$ cat config.mk
export PLATFORM = sky130hd
export DESIGN_NAME = mfsc_stats
export DESIGN_NICKNAME = d
export VERILOG_FILES = /design/src/mfsc_pkg.sv /design/src/mfsc_stats.sv
export SDC_FILE = /design/constraint.sdc
export NUM_CORES = 1
export LEC_CHECK = 0
export BUFFER_PORTS_ARGS = -buffer_cell sky130_fd_sc_hd__buf_2
export CORE_UTILIZATION = 56
export DETAILED_ROUTE_END_ITERATION = 10
export PLACE_DENSITY = 0.84
export SLEW_MARGIN = 20
export SYNTH_ARGS = -nofsm -noshare
export SYNTH_HDL_FRONTEND = slang
export SYNTH_SLANG_ARGS = --single-unit
export TNS_END_PERCENT = 5
$ cat constraint.sdc
create_clock -name hclk -period 9.3 [get_ports hclk]
set_clock_uncertainty 0.05 [all_clocks]
set_input_delay 1.86 -clock hclk [delete_from_list [all_inputs] [get_ports hclk]]
set_output_delay 1.86 -clock hclk [all_outputs]
set_load 0.005 [all_outputs]
$ cat src/mfsc_pkg.sv
// Shared constants of the frame statistics counter bank.
// Assumes a single 10 MHz bus clock and a 32-bit AHB-Lite register port.
package mfsc_pkg;
  // Register map, byte addresses
  localparam logic [7:0] MFSC_OFS_CTRL = 8'h00;
  localparam logic [7:0] MFSC_OFS_CFG = 8'h04;
  localparam logic [7:0] MFSC_OFS_CNT_BASE = 8'h10;
  localparam int MFSC_NCNT = 7;
  // Counter indices
  localparam int MFSC_IX_MULTI = 0;
  localparam int MFSC_IX_GOOD = 1;
  localparam int MFSC_IX_CRC = 2;
  localparam int MFSC_IX_ALIGN = 3;
  localparam int MFSC_IX_DEFER = 4;
  localparam int MFSC_IX_LATE = 5;
  localparam int MFSC_IX_EXCESS = 6;
  localparam int MFSC_CNT_W [MFSC_NCNT] = '{16, 24, 8, 8, 16, 8, 8};
  localparam logic [23:0] MFSC_CNT_RST = 24'h000000;
  // Control and configuration fields
  localparam int MFSC_CTRL_RXEN_BIT = 2;
  localparam int MFSC_CTRL_STATS_WE_BIT = 7;
  localparam int MFSC_CFG_JUMBO_BIT = 3;
  localparam int MFSC_CFG_BIG_BIT = 8;
  localparam logic [31:0] MFSC_CTRL_RST = 32'h00000000;
  localparam logic [31:0] MFSC_CFG_RST = 32'h00000000;
  localparam logic [31:0] MFSC_CTRL_MASK = 32'h00000084;
  localparam logic [31:0] MFSC_CFG_MASK = 32'h00000108;
  // Frame length limits in bytes
  localparam logic [13:0] MFSC_LEN_MIN = 14'h0040;
  localparam logic [13:0] MFSC_LEN_MAX_STD = 14'h05EE;
  localparam logic [13:0] MFSC_LEN_MAX_BIG = 14'h0600;
  localparam logic [13:0] MFSC_LEN_MAX_JUMBO = 14'h2800;
  // Collision thresholds
  localparam logic [4:0] MFSC_COLL_MULTI_MIN = 5'h02;
  localparam logic [4:0] MFSC_COLL_MULTI_MAX = 5'h0F;
endpackage

$ cat src/mfsc_stats.sv
// Frame statistics counters with an AHB-Lite register slave.
// Assumes per-frame status pulses from MAC logic on the same clock.
// Contract
// - 16-bit count of frames with 2..15 collisions
// - Multi-collision counted only without underrun or retry-limit
// - 24-bit count of good received frames
// - Good frame needs address match and full copy
// - Good frame has no CRC, alignment, symbol error
// - Valid length 64..1518 bytes by default
// - Limit 1536 with big bit, 10240 with jumbo
// - 8-bit count of whole-byte valid frames, bad CRC
// - Symbol error in whole-byte valid frame counts too
// - 8-bit count of odd-bit valid frames, bad CRC
// - Symbol error in odd-bit valid frame counts too
// - 16-bit count of frames deferred on first attempt
// - Deferral ignores collided or underrun frames
// - 8-bit count of collisions after slot time
// - Late collision also counted as ordinary collision
// - Counters clear on read, saturate at all ones
// - Counter writes only while write-enable bit set
// - Receive counters move only while receive enabled
// - 8-bit count of frames dropped after 16 collisions
`timescale 1ns/1ps
module mfsc_stats
  import mfsc_pkg::*;
(
  input wire logic hclk,
  input wire logic hresetn,
  input wire logic hsel,
  input wire logic [31:0] haddr,
  input wire logic [1:0] htrans,
  input wire logic hwrite,
  input wire logic [2:0] hsize,
  input wire logic [31:0] hwdata,
  input wire logic hready,
  output logic hreadyout,
  output logic hresp,
  output logic [31:0] hrdata,
  input wire logic tx_done,
  input wire logic [4:0] tx_collisions,
  input wire logic tx_underrun,
  input wire logic tx_retry_exceeded,
  input wire logic tx_deferred,
  input wire logic tx_late_collision,
  input wire logic rx_done,
  input wire logic [13:0] rx_len,
  input wire logic rx_odd_bits,
  input wire logic rx_crc_bad,
  input wire logic rx_symbol_err,
  input wire logic rx_addr_match,
  input wire logic rx_copied
);

  function automatic logic [23:0] mfsc_mask(input int w);
    mfsc_mask = 24'hFFFFFF >> (24 - w);
  endfunction

  function automatic logic [23:0] mfsc_sat_inc(input logic [23:0] v, input int w);
    logic [23:0] m;
    m = mfsc_mask(w);
    mfsc_sat_inc = (v == m) ? v : ((v + 24'h000001) & m);
  endfunction

  function automatic logic [7:0] mfsc_cnt_ofs(input int i);
    mfsc_cnt_ofs = MFSC_OFS_CNT_BASE + 8'(4 * i);
  endfunction

  logic [31:0] network_control_reg;
  logic [31:0] network_config_reg;
  logic [23:0] cnt [MFSC_NCNT];
  logic dp_write;
  logic [7:0] dp_addr;

  // Bus decode
  wire addr_ok = hsel && htrans[1] && hready;
  wire rd_take = addr_ok && !hwrite;
  wire [7:0] a_addr = haddr[7:0];
  wire stats_write_enable = network_control_reg[MFSC_CTRL_STATS_WE_BIT];
  wire rx_enable = network_control_reg[MFSC_CTRL_RXEN_BIT];
  wire big_frame_enable = network_config_reg[MFSC_CFG_BIG_BIT];
  wire jumbo_frame_enable = network_config_reg[MFSC_CFG_JUMBO_BIT];
  wire wr_ctrl = dp_write && (dp_addr == MFSC_OFS_CTRL);
  wire wr_cfg = dp_write && (dp_addr == MFSC_OFS_CFG);

  // Transmit event decode
  wire tx_ok = tx_done && !tx_underrun && !tx_retry_exceeded;
  wire multi_collision_frames = tx_ok && (tx_collisions >= MFSC_COLL_MULTI_MIN)
    && (tx_collisions <= MFSC_COLL_MULTI_MAX);
  wire deferred_frames = tx_done && tx_deferred && !tx_underrun
    && (tx_collisions == 5'h00) && !tx_late_collision;
  // Late collision stays in tx_collisions for other statistics
  wire late_collisions = tx_done && !tx_underrun && tx_late_collision;
  wire excess_collisions = tx_done && !tx_underrun && tx_retry_exceeded;

  // Receive event decode
  wire [13:0] len_max = jumbo_frame_enable ? MFSC_LEN_MAX_JUMBO :
    (big_frame_enable ? MFSC_LEN_MAX_BIG : MFSC_LEN_MAX_STD);
  wire len_ok = (rx_len >= MFSC_LEN_MIN) && (rx_len <= len_max);
  wire rx_ev = rx_done && rx_enable && len_ok;
  wire good_frames_received = rx_ev && rx_addr_match && rx_copied
    && !rx_crc_bad && !rx_odd_bits && !rx_symbol_err;
  wire crc_errors = rx_ev && !rx_odd_bits && (rx_crc_bad || rx_symbol_err);
  wire align_errors = rx_ev && rx_odd_bits && (rx_crc_bad || rx_symbol_err);

  wire [MFSC_NCNT-1:0] inc = {excess_collisions, late_collisions, deferred_frames,
    align_errors, crc_errors, good_frames_received, multi_collision_frames};

  logic [MFSC_NCNT-1:0] rd_clr;
  logic [MFSC_NCNT-1:0] wr_cnt;
  logic [23:0] next_cnt [MFSC_NCNT];
  logic [31:0] next_rdata;

  always_comb begin
    next_rdata = 32'h00000000;
    if (a_addr == MFSC_OFS_CTRL) begin
      next_rdata = network_control_reg;
    end else if (a_addr == MFSC_OFS_CFG) begin
      next_rdata = network_config_reg;
    end
    for (int i = 0; i < MFSC_NCNT; i++) begin
      rd_clr[i] = rd_take && (a_addr == mfsc_cnt_ofs(i));
      wr_cnt[i] = dp_write && stats_write_enable && (dp_addr == mfsc_cnt_ofs(i));
      if (a_addr == mfsc_cnt_ofs(i)) begin
        next_rdata = {8'h00, cnt[i]};
      end
      next_cnt[i] = wr_cnt[i] ? (hwdata[23:0] & mfsc_mask(MFSC_CNT_W[i])) :
        (rd_clr[i] ? MFSC_CNT_RST : cnt[i]);
      // An event in the clearing cycle is kept
      if (inc[i]) begin
        next_cnt[i] = mfsc_sat_inc(next_cnt[i], MFSC_CNT_W[i]);
      end
    end
  end

  always_ff @(posedge hclk or negedge hresetn) begin
    if (!hresetn) begin
      dp_write <= 1'b0;
      dp_addr <= 8'h00;
      hrdata <= 32'h00000000;
    end else begin
      dp_write <= addr_ok && hwrite;
      dp_addr <= a_addr;
      hrdata <= rd_take ? next_rdata : 32'h00000000;
    end
  end

  always_ff @(posedge hclk or negedge hresetn) begin
    if (!hresetn) begin
      hreadyout <= 1'b0;
      hresp <= 1'b0;
    end else begin
      hreadyout <= 1'b1;
      hresp <= 1'b0;
    end
  end

  always_ff @(posedge hclk or negedge hresetn) begin
    if (!hresetn) begin
      network_control_reg <= MFSC_CTRL_RST;
      network_config_reg <= MFSC_CFG_RST;
    end else begin
      if (wr_ctrl) begin
        network_control_reg <= hwdata & MFSC_CTRL_MASK;
      end
      if (wr_cfg) begin
        network_config_reg <= hwdata & MFSC_CFG_MASK;
      end
    end
  end

  always_ff @(posedge hclk or negedge hresetn) begin
    if (!hresetn) begin
      for (int i = 0; i < MFSC_NCNT; i++) begin
        cnt[i] <= MFSC_CNT_RST;
      end
    end else begin
      for (int i = 0; i < MFSC_NCNT; i++) begin
        cnt[i] <= next_cnt[i];
      end
    end
  end

  wire [MFSC_NCNT-1:0] touch = rd_clr | wr_cnt;
endmodule
==> results.cfg <==
[worst_setup_path]
reg2reg_depth = 9
crit_arrival_ns = 5.46
critical_path_required_ns = 9.64
cp_cell_sequence = buf_2, or4b_1, nor3_1, nor2_1, a22o_1, ha_1, o21ai_0, or3b_1, o21a_1, mux2_2
critPathKind = in2reg
endpoint_kind = register
critPathBufInv = 1
crit_cells = 10
rrSetupSlack_ns = 4.87
path_delay_family = simple AND/OR/NAND/NOR gates
critPathLaunchType = input port
cpPeakStageDelay_ns = 0.84
slowest_stage = nor3_1
worstPathMaxFanout = 12

[die]
ioPinCount = 138
fp.dieH_um = 143.6
initial_core_util = 0.5734
core_area_sq_um = 19590
die_w_um = 143.6
dieArea_sq_um = 20630
floorplan.rows = 51

[status]
status = finished, final reports clean

[placed_design]
dp.cells = 1432
gp_congestion = 0.9727
port_buffers = 92
dp.final_hpwl_um = 23810
postPlaceCellArea_sq_um = 11830

[global_routing]
grt_pass1_vias = 9574
grt-ovfl-total = 0
global_route.usage.total = 0.3387
grt_max_degree = 134
antenna_found_initial = 0
grt_first_pass_wirelength_um = 52940

[pwr]
p_per_area_nw_per_um2 = 165.4
power_leakage_nw = 5.531
vdd_drop_max_v = 0.0001051

[timing]
drv_slew = 0
setup_viol = 0
worstMarginPinSlew_ns = 1.107
max_freq_mhz = 195.3
slew-limit-headroom = 0.2596
rsz0062_at_grt = no
post-route-min-period_ns = 5.121
hold_viol = 0
totalNegativeSetupSlack_ns = 0
finalCritPeriodShare = 0.5507
holdWs_ns = 0.4700

[cells_and_area]
insertedDiodeCount = 0
largest_reg_flops = 168
top_register = cnt
reg.largest.list = cnt: 168 flops, hrdata: 24 flops, dp_addr: 8 flops
postLayoutCoreUtil = 0.6444
drive_above_1_share = 0.1612
design_area_sq_um = 12620
area_delta_synth_final_pct = 12.39
final_nets = 1311
finalNonFillerCells = 1475

[yosys]
syn_area_sq_um = 11230
yosysWarnings = 0
synthFlopType = dfrtp_1
synth_seq_cells = 206
synth-edff-count = 0
yosys.area.top_type = dfrtp_1
async_flop_share = 1.000
synth_area_per_cell_sq_um = 9.949
yosysSeqAreaShare = 0.4590
synth_top_area_frac = 0.4590
synth.distinct_cells = 83
synth_area_leaders = dfrtp_1 (46%), a22oi_1 (5.2%), xnor2_1 (3.4%), and2_1 (3.3%), and3_1 (2.7%)
syn_inst = 1129

[cts]
cts_buffers = 23
ctsHoldBuffers = 0
clk_path_buf_depth = 3
cts_tree = yes
cts_sinks = 206
ctsHtreeMaxLevel = 1
insertion_delay_ns = 0.51
cts_repair_resize_count = 0
clockRootBuffer = clkbuf_16
post_cts_buffers = 0
cts.clk_slew.worst_paths_ns = 0.06

[min_path]
min_path_type = reg2reg
holdPathStages = 1

[route]
viasPerCell = 6.840
drt-wirelength-per-cell_um = 23.01
post-route-drc-count = 0
ant_nets = 0
wl_um = 33940
drtIter0Drc = 1353
drtPass1Iterations = 9
via_count = 10090

[run]
max_cap_violations = 0
-- where the power goes --
part | internal, mW | leakage [nW] | total, mW | switching [mW]
clock network | 0.565 | 0.393 | 0.935 | 0.370
logic | 0.0743 | 2.37 | 0.189 | 0.115
registers | 0.931 | 2.77 | 0.963 | 0.0324
-- kinds of logic after synthesis --
kind of cell / share of synthesized area
and+or+nand+nor: 0.2368
AOI/OAI and AO/OA: 0.1754
DFF: 0.4590
buffers and inverters: 0.04010
xor gates and xnor gates: 0.05770
adders and majority gates: 0.01649
muxes: 0.01381
other: 0.0006686
-- worst paths after layout --
kind / from / end
max: haddr[5] / cnt[121]$_DFF_PN0_
min: cnt[34]$_DFF_PN0_ / cnt[34]$_DFF_PN0_
max reg2reg: dp_addr[7]$_DFF_PN0_ / cnt[105]$_DFF_PN0_
min reg2reg: cnt[34]$_DFF_PN0_ / cnt[34]$_DFF_PN0_
max in group asynchronous: hresetn / cnt[91]$_DFF_PN0_
min in group asynchronous: hresetn / dp_addr[6]$_DFF_PN0_
-- cells in the mapped netlist, types with 4 or more instances --
cell      number
nand2b_1       4
a222oi_1      28
a21oi_1       40
a21o_1         4
o31ai_1        5
nor2b_1        4
a22oi_1       78
a22o_1        13
o21ai_0       11
a31oi_1       30
or4b_1         5
xnor2_1       43
clkbuf_1      51
xor2_1        31
and2_1        60
buf_1          4
nor3_4         4
nand2_1       68
or4_1          6
a32oi_1        4
mux2_2        11
nor4_1        49
nor3b_1        7
ha_1          14
buf_4         10
nand4_1       28
nor3_1        26
nor2_1        59
or2_2          8
and3_1        49
nand3b_1       6
or3_1          9
dfrtp_1      206
buf_2         11
inv_1         23
and4_1         6
nand3_1       32
nor4bb_1       4
-- metal layers --
metal | up-vias | share of wire | global-route usage
met2 | 712 | 0.44 | 0.4967
met5 | - | 0 | 0
met1 | 4881 | 0.41 | 0.4727
li1 | 4408 | - | -
met4 | 0 | 0.031 | 0.1232
met3 | 88 | 0.12 | 0.1023
-- cells in the final DEF, fill, tap and decap left out, drive strengths merged, types with 5 or more instances in the layout --
cell type	instances
ha	14
nand3b	6
inv	24
a22o	13
a31oi	30
o21ai	11
or4	6
and2	61
nor4	50
and4	6
a22oi	78
mux2	12
nor3	33
xor2	31
conb	10
clkinv	6
or4b	8
a222oi	28
and3	49
a21oi	40
nand2	69
nor2b	6
buf	110
o31ai	5
nand4	28
or3	9
nor3b	7
dfrtp	206
xnor2	43
nor2	59
nand3	32
clkbuf	32
or2	9
-- cell type report --
type | count | area [sq um]
clock buffers | 32 | 679.4
clock inverters | 10 | 106.4
fillers | 1580 | 6967
inverters | 23 | 86.33
multi-input cells | 829 | 5659
flip-flops and latches | 206 | 5155
well taps | 265 | 331.6
repair buffers | 110 | 605.6
-- stage by stage --
stage	power (mW)	worst slack (ns)
floorplan	1.084	4.263
global placement	1.154	3.783
detailed placement	1.160	3.783
CTS	2.088	4.282
global route	2.156	4.040
finish	2.088	4.179
Note: power is estimated with default switching activity, not from simulation.
